===== src/rtl/rwl_pkg.sv =====
`default_nettype none
// ----------------------------------------
// Constants of the relay word logic block.
// ----------------------------------------
package rwl_pkg;
  // Register indices; byte address is four times the index.
  localparam int REG_CTRL = 0;
  localparam int REG_CMD = 1;
  localparam int REG_STAT_LO = 2;
  localparam int REG_STAT_HI = 3;
  localparam int REG_TGT = 4;
  localparam int REG_ORV = 5;
  localparam int REG_SMASK = 14;
  localparam int REG_KMASK = 15;
  localparam int REG_LMASK = 16;
  localparam int REG_AND = 17;
  localparam int REG_TMR = 22;
  localparam int REG_CLOSE_IN = 25;
  localparam int REG_OUT = 26;
  localparam int NREG = 36;
  // Writable bits per register; rows outside an equation stay zero.
  localparam logic [31:0] WMASK [NREG] = '{
    32'h0000_0007, 32'h0000_0000, 32'h0000_0000, 32'h0000_0000,
    32'h0000_0000, 32'h0000_ffff, 32'h0000_ffff, 32'h0000_ffff,
    32'h0000_ffff, 32'hffff_0000, 32'hffff_0000, 32'hffff_0000,
    32'hffff_0000, 32'hffff_ffff, 32'h00ff_ffff, 32'hffff_ffff,
    32'hffff_ffff, 32'h0000_07ff, 32'h0000_07ff, 32'h0000_07ff,
    32'h0000_07ff, 32'h0000_07ff, 32'hffff_ffff, 32'hffff_ffff,
    32'hffff_ffff, 32'h0000_ffff, 32'hff00_ffff, 32'h0000_ff00,
    32'hffff_ffff, 32'h0000_0000, 32'hffff_ffff, 32'h0000_0000,
    32'hffff_00ff, 32'h0000_ff00, 32'hffff_ff00, 32'h0000_ff00};
  // Control and command bits.
  localparam int CTRL_AUX4_ALARM = 0;
  localparam int CTRL_DT_ASSIGNED = 1;
  localparam int CTRL_CLOSE_ASSIGNED = 2;
  localparam int CMD_OPEN = 0;
  localparam int CMD_CLOSE = 1;
  localparam int CMD_TGT_RESET = 2;
  // Default logic states of unassigned input functions.
  localparam logic DT_DEFAULT = 1'b0;
  localparam logic CLOSE_DEFAULT = 1'b0;
  // Status word bit positions.
  localparam int W_OPTO6 = 22;
  localparam int W_OPTO5 = 23;
  localparam int W_ROW3_DLY = 30;
  localparam int W_TRIP = 31;
  localparam int W_AND_LO = 32;
  localparam int W_J = 40;
  localparam int W_ROW4_DLY = 41;
  localparam int W_NOT_L = 42;
  localparam int W_V = 43;
  localparam int W_AND_DLY = 47;
  // Timing.
  localparam int CLK_NS = 5;
  localparam int PROC_NS = 1_000_000;
  localparam int ONE_SEC_NS = 1_000_000_000;
  localparam int PROC_CYC = PROC_NS / CLK_NS;
  localparam int ONE_SEC_CYC = ONE_SEC_NS / CLK_NS;
  localparam int LVL1_TRIES = 3;
endpackage : rwl_pkg
`default_nettype wire


===== src/rtl/rwl_delay_timer.sv =====
`default_nettype none
// Pickup and dropout timer counted in processing ticks.
module rwl_delay_timer #(
  parameter int W = 16
) (
  // Clock and reset.
  input wire logic pclk,
  input wire logic presetn,
  // Timer input and settings.
  input wire logic tick,
  input wire logic din,
  input wire logic [W-1:0] pu_cnt,
  input wire logic [W-1:0] do_cnt,
  // Timed output.
  output logic dout
);
  logic [W-1:0] cnt;
  logic [W:0] lim;

  assign lim = {1'b0, din ? pu_cnt : do_cnt};

  // A disagreement must last the whole setting; any agreement restarts it.
  always_ff @(posedge pclk or negedge presetn) begin
    if (!presetn) begin
      cnt <= '0;
      dout <= 1'b0;
    end else if (tick) begin
      if (din == dout) begin
        cnt <= '0;
      end else if (({1'b0, cnt} + 1'b1) >= lim) begin
        cnt <= '0;
        dout <= din;
      end else begin
        cnt <= cnt + 1'b1;
      end
    end
  end
endmodule // rwl_delay_timer
`default_nettype wire


===== src/rtl/rwl_pulse_stretch.sv =====
`default_nettype none
// Holds its output for LEN cycles after the last trigger.
module rwl_pulse_stretch #(
  parameter int LEN = 200_000_000
) (
  // Clock and reset.
  input wire logic pclk,
  input wire logic presetn,
  // Trigger and stretched level.
  input wire logic trig,
  output logic pulse
);
  logic [31:0] cnt;

  // A new trigger restarts the full length.
  always_ff @(posedge pclk or negedge presetn) begin
    if (!presetn) begin
      cnt <= '0;
      pulse <= 1'b0;
    end else if (trig) begin
      cnt <= 32'(LEN - 1);
      pulse <= 1'b1;
    end else if (cnt != 32'h0000_0000) begin
      cnt <= cnt - 1'b1;
    end else begin
      pulse <= 1'b0;
    end
  end
endmodule // rwl_pulse_stretch
`default_nettype wire


===== src/rtl/rwl_relay_logic.sv =====
`default_nettype none
// Function
// RULE1: Keep a 48-bit status word of six rows, eight bits each.
// RULE2: Variables A-D OR rows 1-2, E-H OR rows 3-4, J ORs rows 1-4.
// RULE3: Row-three delay output comes from a timer fed by OR of rows 1-3.
// RULE4: Second delayed bit comes from a timer fed by OR of rows 1-4.
// RULE5: Each of the three timers has settable pickup and dropout delays.
// RULE6: An OR of rows 1-4 enters the word only inverted.
// RULE7: V, W, X, Y are user AND terms of A through the inverted term.
// RULE8: Last row-six bit is a timer fed by an AND term over A to !L.
// RULE9: Two word bits follow isolated inputs five and six directly.
// RULE10: The word's trip bit follows the trip output.
// RULE11: Trip is an OR of rows 1,2,4,6, plus direct trip or open command.
// RULE12: Aux outputs one and two are OR terms of rows 1-4.
// RULE13: Aux output three is an OR term of rows 1,3,4,6.
// RULE14: Aux four ORs rows 2,3,4,6, or acts as a second alarm.
// RULE15: Close asserts on direct close input or close command.
// RULE16: Alarm pulses 1 s on access and some self-test faults; others hold.
// RULE17: Alarm pulses on setting, group, password change or year mismatch.
// RULE18: Close-in target set only if no row-one bit outlasted the window.
// RULE19: Trip lights phase, negative-sequence and residual targets over pickup.
// RULE20: Targets stay latched until trip drops and a reset event occurs.
// RULE21: A new trip clears targets, then latches the new ones.
// RULE22: Target reset press lights all eight lamps for one second.
// RULE23: Unassigned input functions take their default state.
// RULE24: Everything is evaluated once per processing tick; timers count ticks. Alarm, lamps and button target reset act on every clock.
module rwl_relay_logic
  import rwl_pkg::*;
#(
  parameter int TICK_CYC = PROC_CYC,
  parameter int SEC_CYC = ONE_SEC_CYC
) (
  // Clock and reset.
  input wire logic pclk,
  input wire logic presetn,
  // APB slave.
  input wire logic psel,
  input wire logic penable,
  input wire logic pwrite,
  input wire logic [7:0] paddr,
  input wire logic [31:0] pwdata,
  output logic [31:0] prdata,
  output logic pready,
  output logic pslverr,
  // Protection elements and inputs.
  input wire logic [7:0] elem_r1,
  input wire logic [7:0] elem_r2,
  input wire logic [5:0] elem_r3,
  input wire logic [5:0] elem_r4,
  input wire logic opto_five_bit,
  input wire logic opto_six_bit,
  input wire logic direct_trip_input,
  input wire logic direct_close_input,
  // Pickup comparisons for targets.
  input wire logic [2:0] phase_toc_pickup,
  input wire logic negseq_toc_pickup,
  input wire logic resid_toc_pickup,
  // Alarm events and front panel.
  input wire logic lvl1_fail,
  input wire logic lvl2_try,
  input wire logic selftest_pulse_fail,
  input wire logic selftest_hold_fail,
  input wire logic group_change,
  input wire logic pass_change,
  input wire logic year_mismatch,
  input wire logic tgt_reset_btn,
  // Contacts and lamps.
  output logic trip_out,
  output logic close_out,
  output logic aux_out_1,
  output logic aux_out_2,
  output logic aux_out_3,
  output logic aux_out_4,
  output logic alarm_out,
  output logic [7:0] led
);
  // ----------------------------------------
  // Declarations
  // ----------------------------------------
  logic [31:0] cfg [NREG];
  logic [47:0] word;
  logic [31:0] lo;
  logic [10:0] av;
  logic [8:0] orv;
  logic [3:0] andv;
  logic [4:0] outv;
  logic [31:0] tick_cnt;
  logic tick;
  logic wr_en;
  logic rd_en;
  logic [5:0] idx;
  logic bad_addr;
  logic open_req;
  logic close_req;
  logic rst_req;
  logic [2:0] dly_in;
  logic l_or;
  logic [2:0] dly_out;
  logic dt_eff;
  logic close_pin_eff;
  logic next_trip;
  logic trip_rise;
  logic [15:0] r1_age;
  logic [5:0] tgt;
  logic [1:0] lvl1_cnt;
  logic lvl1_hit;
  logic alarm_trig;
  logic alarm_pulse;
  logic lamp;
  logic set_chg;
  logic hold_fail;

  // ----------------------------------------
  // APB slave
  // ----------------------------------------
  assign idx = paddr[7:2];
  assign bad_addr = (idx >= 6'(NREG)) || (paddr[1:0] != 2'b00);
  assign wr_en = psel && penable && pwrite && !bad_addr;
  assign rd_en = psel && !penable && !pwrite;

  // Zero-wait slave: every access completes in its first access cycle.
  always_ff @(posedge pclk or negedge presetn) begin
    if (!presetn) begin
      pready <= 1'b0;
      pslverr <= 1'b0;
    end else begin
      pready <= psel && !penable;
      pslverr <= psel && !penable && bad_addr;
    end
  end

  // Configuration storage; reserved bits never store.
  always_ff @(posedge pclk or negedge presetn) begin
    if (!presetn) begin
      for (int i = 0; i < NREG; i++) begin
        cfg[i] <= 32'h0000_0000;
      end
    end else if (wr_en) begin
      cfg[idx] <= pwdata & WMASK[idx];
    end
  end

  // Read data is prepared in the setup cycle.
  always_ff @(posedge pclk or negedge presetn) begin
    if (!presetn) begin
      prdata <= 32'h0000_0000;
    end else if (rd_en) begin
      if (bad_addr) begin
        prdata <= 32'h0000_0000;
      end else if (idx == 6'(REG_STAT_LO)) begin
        prdata <= word[31:0];
      end else if (idx == 6'(REG_STAT_HI)) begin
        prdata <= {16'h0000, word[47:32]};
      end else if (idx == 6'(REG_TGT)) begin
        prdata <= {24'h000000, led};
      end else begin
        prdata <= cfg[idx];
      end
    end
  end

  // Command bits are write-one pulses held until the next tick.
  // RULE11 open command
  always_ff @(posedge pclk or negedge presetn) begin
    if (!presetn) begin
      open_req <= 1'b0;
      close_req <= 1'b0;
      rst_req <= 1'b0;
    end else begin
      open_req <= (wr_en && idx == 6'(REG_CMD) && pwdata[CMD_OPEN]) || (open_req && !tick);
      close_req <= (wr_en && idx == 6'(REG_CMD) && pwdata[CMD_CLOSE]) || (close_req && !tick);
      rst_req <= (wr_en && idx == 6'(REG_CMD) && pwdata[CMD_TGT_RESET]) || (rst_req && !tick);
    end
  end

  // ----------------------------------------
  // Processing tick
  // ----------------------------------------
  // RULE24 fixed interval
  always_ff @(posedge pclk or negedge presetn) begin
    if (!presetn) begin
      tick_cnt <= '0;
      tick <= 1'b0;
    end else begin
      tick <= (tick_cnt == 32'(TICK_CYC - 1));
      tick_cnt <= (tick_cnt == 32'(TICK_CYC - 1)) ? '0 : tick_cnt + 1'b1;
    end
  end

  // ----------------------------------------
  // Logic equations
  // ----------------------------------------
  // Equations read the previous word, so feedback through the delayed bits and TRIP is one tick late.
  assign lo = word[31:0];
  assign av = word[W_NOT_L:W_AND_LO];

  // RULE2 OR variables
  for (genvar g = 0; g < 9; g++) begin : g_orv
    assign orv[g] = |(cfg[REG_ORV + g] & lo);
  end

  // RULE7 AND variables
  for (genvar g = 0; g < 4; g++) begin : g_andv
    assign andv[g] = (cfg[REG_AND + g][10:0] != 11'h000) &&
                     ((av & cfg[REG_AND + g][10:0]) == cfg[REG_AND + g][10:0]);
  end

  // RULE11 RULE12 output OR terms
  for (genvar g = 0; g < 5; g++) begin : g_outv
    assign outv[g] = |(cfg[REG_OUT + 2 * g] & lo) | |(cfg[REG_OUT + 2 * g + 1][15:0] & word[47:32]);
  end

  // RULE3 timer input
  assign dly_in[0] = |(cfg[REG_SMASK] & lo);
  // RULE4 timer input
  assign dly_in[1] = |(cfg[REG_KMASK] & lo);
  assign l_or = |(cfg[REG_LMASK] & lo);
  // RULE8 AND-driven timer input
  assign dly_in[2] = (cfg[REG_AND + 4][10:0] != 11'h000) &&
                     ((av & cfg[REG_AND + 4][10:0]) == cfg[REG_AND + 4][10:0]);

  // RULE23 unassigned defaults
  assign dt_eff = cfg[REG_CTRL][CTRL_DT_ASSIGNED] ? direct_trip_input : DT_DEFAULT;
  assign close_pin_eff = cfg[REG_CTRL][CTRL_CLOSE_ASSIGNED] ? direct_close_input : CLOSE_DEFAULT;

  // RULE11 trip equation
  assign next_trip = outv[0] || dt_eff || open_req;
  assign trip_rise = tick && next_trip && !trip_out;

  // RULE5 three timers
  for (genvar g = 0; g < 3; g++) begin : g_tmr
    rwl_delay_timer #(.W(16)) u_delay_timer (
      .pclk(pclk), .presetn(presetn), .tick(tick), .din(dly_in[g]),
      .pu_cnt(cfg[REG_TMR + g][15:0]), .do_cnt(cfg[REG_TMR + g][31:16]), .dout(dly_out[g]));
  end

  // Status word, trip, close and aux one to three contacts update together on each tick.
  // RULE1 status word
  always_ff @(posedge pclk or negedge presetn) begin
    if (!presetn) begin
      word <= '0;
      trip_out <= 1'b0;
      close_out <= 1'b0;
      aux_out_1 <= 1'b0;
      aux_out_2 <= 1'b0;
      aux_out_3 <= 1'b0;
    end else if (tick) begin
      // RULE9 RULE10 RULE6 row assembly
      word <= {dly_out[2], andv[3:0], !l_or, dly_out[1], orv[8], orv[7:0],
               next_trip, dly_out[0], elem_r4,
               opto_five_bit, opto_six_bit, elem_r3[5:4], 1'b0, elem_r3[2:0],
               elem_r2, elem_r1};
      trip_out <= next_trip;
      // RULE15 close output
      close_out <= close_pin_eff || close_req;
      // RULE12 RULE13 aux outputs
      aux_out_1 <= outv[1];
      aux_out_2 <= outv[2];
      aux_out_3 <= outv[3];
    end
  end

  // ----------------------------------------
  // Alarm
  // ----------------------------------------
  // RULE17 settings change
  assign set_chg = wr_en && idx != 6'(REG_CMD);
  assign lvl1_hit = lvl1_fail && lvl1_cnt == 2'(LVL1_TRIES - 1);
  // RULE16 RULE17 pulse causes
  assign alarm_trig = lvl1_hit || lvl2_try || selftest_pulse_fail ||
                      set_chg || group_change || pass_change || year_mismatch;

  // Third failed first-level attempt fires the pulse and restarts the count.
  always_ff @(posedge pclk or negedge presetn) begin
    if (!presetn) begin
      lvl1_cnt <= 2'b00;
    end else if (lvl1_fail) begin
      lvl1_cnt <= lvl1_hit ? 2'b00 : lvl1_cnt + 1'b1;
    end
  end

  // RULE16 one-second pulse
  rwl_pulse_stretch #(.LEN(SEC_CYC)) u_alarm_stretch (
    .pclk(pclk), .presetn(presetn), .trig(alarm_trig), .pulse(alarm_pulse));

  // A hard self-test failure closes the alarm for good; only reset reopens it.
  // RULE16 permanent closure
  always_ff @(posedge pclk or negedge presetn) begin
    if (!presetn) begin
      hold_fail <= 1'b0;
      alarm_out <= 1'b0;
      aux_out_4 <= 1'b0;
    end else begin
      hold_fail <= hold_fail || selftest_hold_fail;
      alarm_out <= alarm_pulse || hold_fail;
      // RULE14 aux four option
      if (cfg[REG_CTRL][CTRL_AUX4_ALARM]) begin
        aux_out_4 <= alarm_pulse || hold_fail;
      end else if (tick) begin
        aux_out_4 <= outv[4];
      end
    end
  end

  // ----------------------------------------
  // Targets
  // ----------------------------------------
  // RULE18 row-one age
  always_ff @(posedge pclk or negedge presetn) begin
    if (!presetn) begin
      r1_age <= '0;
    end else if (tick) begin
      if (!(|word[7:0])) begin
        r1_age <= '0;
      end else if (r1_age != 16'hffff) begin
        r1_age <= r1_age + 1'b1;
      end
    end
  end

  // Bits: 5 close-in, 4..2 phases, 1 negative sequence, 0 residual.
  // RULE21 RULE19 RULE20 latch and clear
  always_ff @(posedge pclk or negedge presetn) begin
    if (!presetn) begin
      tgt <= '0;
    end else if (trip_rise) begin
      tgt <= {r1_age <= cfg[REG_CLOSE_IN][15:0], phase_toc_pickup,
              negseq_toc_pickup, resid_toc_pickup};
    end else if (!trip_out && (tgt_reset_btn || (rst_req && tick))) begin
      tgt <= '0;
    end
  end

  // RULE22 lamp test
  rwl_pulse_stretch #(.LEN(SEC_CYC)) u_lamp_stretch (
    .pclk(pclk), .presetn(presetn), .trig(tgt_reset_btn), .pulse(lamp));

  // Lamps: 7 alarm, 6 enabled, 5..0 fault type.
  always_ff @(posedge pclk or negedge presetn) begin
    if (!presetn) begin
      led <= 8'h00;
    end else begin
      led <= lamp ? 8'hff : {alarm_out, !hold_fail, tgt};
    end
  end

  // ----------------------------------------
  // Checks
  // ----------------------------------------
  trip_bit_a: assert property (@(posedge pclk) disable iff (!presetn) // RULE10
    word[W_TRIP] == trip_out) else $error("trip bit differs from trip output");
  opto_bits_a: assert property (@(posedge pclk) disable iff (!presetn) // RULE9
    tick |=> word[W_OPTO5] == $past(opto_five_bit) && word[W_OPTO6] == $past(opto_six_bit))
    else $error("opto bits do not follow inputs");
  inv_term_a: assert property (@(posedge pclk) disable iff (!presetn) // RULE6
    tick |=> word[W_NOT_L] == !$past(l_or)) else $error("inverted term wrong");
  and_empty_a: assert property (@(posedge pclk) disable iff (!presetn) // RULE7
    tick && cfg[REG_AND][10:0] == 11'h000 |=> !word[W_V]) else $error("empty AND term set");
  close_out_a: assert property (@(posedge pclk) disable iff (!presetn) // RULE15
    tick && close_pin_eff |=> close_out) else $error("close output missed");
  lamp_test_a: assert property (@(posedge pclk) disable iff (!presetn) // RULE22
    tgt_reset_btn |=> ##1 led == 8'hff) else $error("lamp test missed");
  alarm_pulse_a: assert property (@(posedge pclk) disable iff (!presetn) // RULE16
    lvl2_try |-> ##2 alarm_out) else $error("alarm pulse missed");
  tgt_capture_a: assert property (@(posedge pclk) disable iff (!presetn) // RULE21
    trip_rise |=> tgt[0] == $past(resid_toc_pickup) && tgt[1] == $past(negseq_toc_pickup))
    else $error("targets not captured at trip");
  tgt_hold_a: assert property (@(posedge pclk) disable iff (!presetn) // RULE20
    trip_out && !trip_rise |=> tgt == $past(tgt)) else $error("targets cleared during trip");
endmodule // rwl_relay_logic
`default_nettype wire


===== config.mk =====
export PLATFORM = sky130hd
export DESIGN_NAME = rwl_relay_logic
export DESIGN_NICKNAME = d
export VERILOG_FILES = /design/src/rtl/rwl_pkg.sv /design/src/rtl/rwl_delay_timer.sv /design/src/rtl/rwl_pulse_stretch.sv /design/src/rtl/rwl_relay_logic.sv
export SDC_FILE = /design/constraint.sdc
export NUM_CORES = 2
export LEC_CHECK = 0
export BUFFER_PORTS_ARGS = -buffer_cell sky130_fd_sc_hd__buf_4
export CAP_MARGIN = 15
export CORE_MARGIN = 2
export CORE_UTILIZATION = 40
export CTS_CLUSTER_SIZE = 28
export DETAILED_ROUTE_END_ITERATION = 10
export PLACE_DENSITY = 0.62
export SYNTH_ARGS = -nofsm -noshare
export SYNTH_HDL_FRONTEND = slang
export SYNTH_SLANG_ARGS = --single-unit

===== constraint.sdc =====
create_clock -name pclk -period 5.7 [get_ports pclk]
set_input_delay 0.285 -clock pclk [delete_from_list [all_inputs] [get_ports pclk]]
set_output_delay 0.285 -clock pclk [all_outputs]
set_load 0.01 [all_outputs]

==> results.yml <==
run_status:
  status: "finished clean"
logic_synthesis:
  synth_flop_cell: "dfrtp_1"
  synth_top_cell_by_area: "dfrtp_1"
  synth_fa_ha_area_share_pct: 1.34
  async_flop_share_pct: 100
  ys_types: 74
  synth_seq_cells: 1421
  syn_area_per_cell_sq_um: 10.5
  synth_top_area_share_pct: 53.6
  yosys.area_share.simple_pct: 15.4
  synth_edf_count: 0
  synth_compound_area_share_pct: 17.2
  synth_mux_area_share_pct: 7.37
  synth_nets: 6504
  ys_seq_area_share_pct: 53.6
  ys_top_cells_by_area: "dfrtp_1 54%, o21ai_0 5.2%, nand2_1 5.0%"
  synth_area_sq_um: 66300
  yosys_warnings: 0
  syn_inst: 6343
  synth_top_family_by_area: "compound AO/OA/AOI/OAI gates"
  synthXorXnorAreaFrac_pct: 1.81
place:
  gp_congestion: 1.08
  placedCellCount: 8393
  pre_cts_ws_ps: 1110
  hpwl_microns: 209000
  portBuffers: 137
sta:
  fin_ws_ps: 932
  fin_skew_ps: 47.5
  tightest_slew_ps: 1370
  finalCriticalPeriod_ps: 4770
  rsz0062_at_grt: "no"
  slew_violations: 0
  finalHoldViolCount: 0
  setup_viol: 0
  max_freq_ghz: 0.210
  finalSetupTns_ps: 0
  max_slew_margin_pct: 8.04
  period_share_pct: 83.6
route:
  drtAntennaViolNets: 0
  drcViolationCount: 0
  num_vias: 57200
  vias_per_cell: 6.53
  dr.pass1.iters: 11
  wl_per_cell_microns: 35.1
  drtIter0Drc: 8836
  routed_wirelength_microns: 307000
setup_path:
  end_kind: "flip-flop"
  worstReg2RegEnd: "g_tmr[2].u_delay_timer.cnt[10]"
  slowest_delay_ps: 820
  cp_top_family: "compound AO/OA/AOI/OAI gates"
  required_ps: 6430
  crit_buf_inv: 2
  setup.worst_path.class: "reg -> reg"
  cp-start-kind: "flip-flop"
  crit_chain: "inv_1 > a22oi_1 > and4_1 > and3_1 > buf_4 > mux2i_1 > ha_1 > a21o_1 > a21o_1 > a2111oi_0 > o21a_1 > o31a_1 > nand2_1 > o211ai_1"
  critPathMaxFanout: 17
  crit_path_start: "word[41]"
  reg2reg_from: "word[41]"
  arrival_ps: 5500
  worst-path-stages: 14
  critPathCapture: "g_tmr[2].u_delay_timer.cnt[10]"
  path_common_cell: "a21o_1"
  rrSetupSlack_ps: 930
  rr_worst_depth: 14
  crit_path_top_delay_cell: "dfrtp_1"
floorplan:
  fp.dieW_microns: 411
  initial_core_util_pct: 40.3
  fp-row-count: 149
  ios: 139
  die_area_sq_um: 169000
  die_h_microns: 411
  coreArea_sq_um: 165000
layout:
  nets: 6579
  final_core_util_pct: 46.2
  drive_above_1_share_pct: 14.0
  syn2layout_area_growth_pct: 14.9
  stdcell_count: 8758
cts:
  worstSkewPairLatency_ps: 820
  cts_tree: "built"
  cts_sinks: 1421
  cts_root_buffer: "clkbuf_16"
  clk_path_buf_depth: 3
  cts_made_buffers: 159
  postCtsSetupBuffers: 0
  path_clk_slew_ps: 60
  cts_htree_levels: 4
flow_run:
  maxCapViolCount: 0
global_route:
  track_usage_pct: 35.9
  gr-total-overflow: 0
  grt_pass1_wl_microns: 429000
  grt_pass1_vias: 54300
  grt_max_degree: 166
  antenna_found_initial: 31
pwr:
  peakVddDrop_mv: 0.312
  power.leakage_nw: 33.7
  p_per_area_nw_per_um2: 291
worst_hold_path:
  hold_class: "in -> reg"
[flip-flops by register name, summed over array words and instances, names as in the netlist, 3 cells and up]
name,flops
g_tmr.u_delay_timer.cnt,48
u_lamp_stretch.cnt,32
led,8
prdata,32
cfg,1148
u_alarm_stretch.cnt,32
r1_age,16
tick_cnt,32
word,47
g_tmr.u_delay_timer.dout,3
tgt,6
[worst min-delay path, delay by kind of cell]
family / cells / cell delay (ps)
buffers and inverters: 2 / 340
and+or+nand+nor: 1 / 50
AOI/OAI and AO/OA: 1 / 190
[per-layer routing]
metal | routed length (microns) | vias up | share of wire, % | track usage, %
li1 | - | 23000 | - | -
met1 | 116000 | 28400 | 38 | 46.5
met2 | 119000 | 4571 | 39 | 47.0
met3 | 49200 | 1159 | 16 | 18.4
met4 | 22400 | 32 | 7.3 | 21.9
met5 | 331 | - | 0.11 | 0.396
[cells in the final DEF, fill, tap and decap left out, types with 33 or more instances in the layout]
cell type,netlist,layout
xnor2_1,77,77
xor2_1,60,60
a21oi_1,158,158
nor3_1,43,39
ha_1,71,71
dlygate4sd3_1,0,51
nor2_1,236,228
mux2_2,143,143
mux4_2,85,85
o22ai_1,33,33
nand2_1,878,862
clkbuf_16,0,159
inv_1,56,52
and2_1,366,363
buf_4,0,341
o221ai_1,35,35
a221oi_1,264,264
a22oi_1,139,139
o2bb2ai_1,35,35
o21ai_0,695,695
mux2i_1,136,136
nor2b_1,232,226
a22o_1,165,165
clkbuf_1,407,40
nor4_1,38,36
nand4_1,65,65
nand3_1,87,87
clkbuf_8,0,45
dfrtp_1,1421,1420
[power by group]
part	total [mW]	switching (mW)	internal (mW)
Sequential	10.2	0.0483	10.1
Clock	10.6	4.55	6.03
Combinational	1.41	1.10	0.304
Total	22.2	5.70	16.5
[final cells by class]
type	count	area (sq um)
multi-input combinational	4362	28800
clock buffer	243	4730
timing repair buffer	417	3530
clock inverter	43	566
tap	2189	2740
antenna	26	65.1
fill	15400	88600
inverter	57	215
sequential	1421	35600
[Yosys cell counts (20+ instances only)]
master        n
dfrtp_1    1421
nand2_1     878
o21ai_0     695
clkbuf_1    407
and2_1      366
a221oi_1    264
nor2_1      236
nor2b_1     232
a22o_1      165
a21oi_1     158
mux2_2      143
a22oi_1     139
mux2i_1     136
nand3_1      87
mux4_2       85
xnor2_1      77
ha_1         71
nand4_1      65
xor2_1       60
inv_1        56
buf_2        53
nor3_1       43
buf_1        42
nor4_1       38
o221ai_1     35
o2bb2ai_1    35
o22ai_1      33
a221o_1      32
nand2b_1     31
and3_1       26
o211ai_1     20
[repair_timing]
item                                   CTS  global route
resized for setup                        0             0
endpoints found under the hold margin  212             0
hold buffers                            51             0
[through the flow]
step	instance area, sq um	total power [mW]	hold WS (ps)
after floorplan	66300	10.8	-10.6
after global placement	70300	11.6	350
after detailed placement	70300	11.6	346
after CTS	76100	22.1	40.4
after global routing	76200	22.6	84.4
final	76200	22.2	93.5
[logic make-up after synthesis]
kind of cell,after synthesis
xor gates and xnor gates,137
adders and majority gates,71
buffers and inverters,560
DFF,1421
and+or+nand+nor,2085
AOI/OAI and AO/OA,1705
muxes,364
[worst min-delay path by stage]
stage | startpoint | endpoint | slack [ps] | cells after the start
after floorplan | presetn | alarm_out | -10 | 0
after global placement | presetn | cfg[1005] | 350 | 1
after detailed placement | presetn | cfg[1069] | 350 | 1
after CTS | pwdata[19] | cfg[851] | 40 | 4
after global routing | pwdata[16] | cfg[400] | 80 | 4
final | pwdata[19] | cfg[819] | 90 | 4
Power figures use the tool's default switching activity.
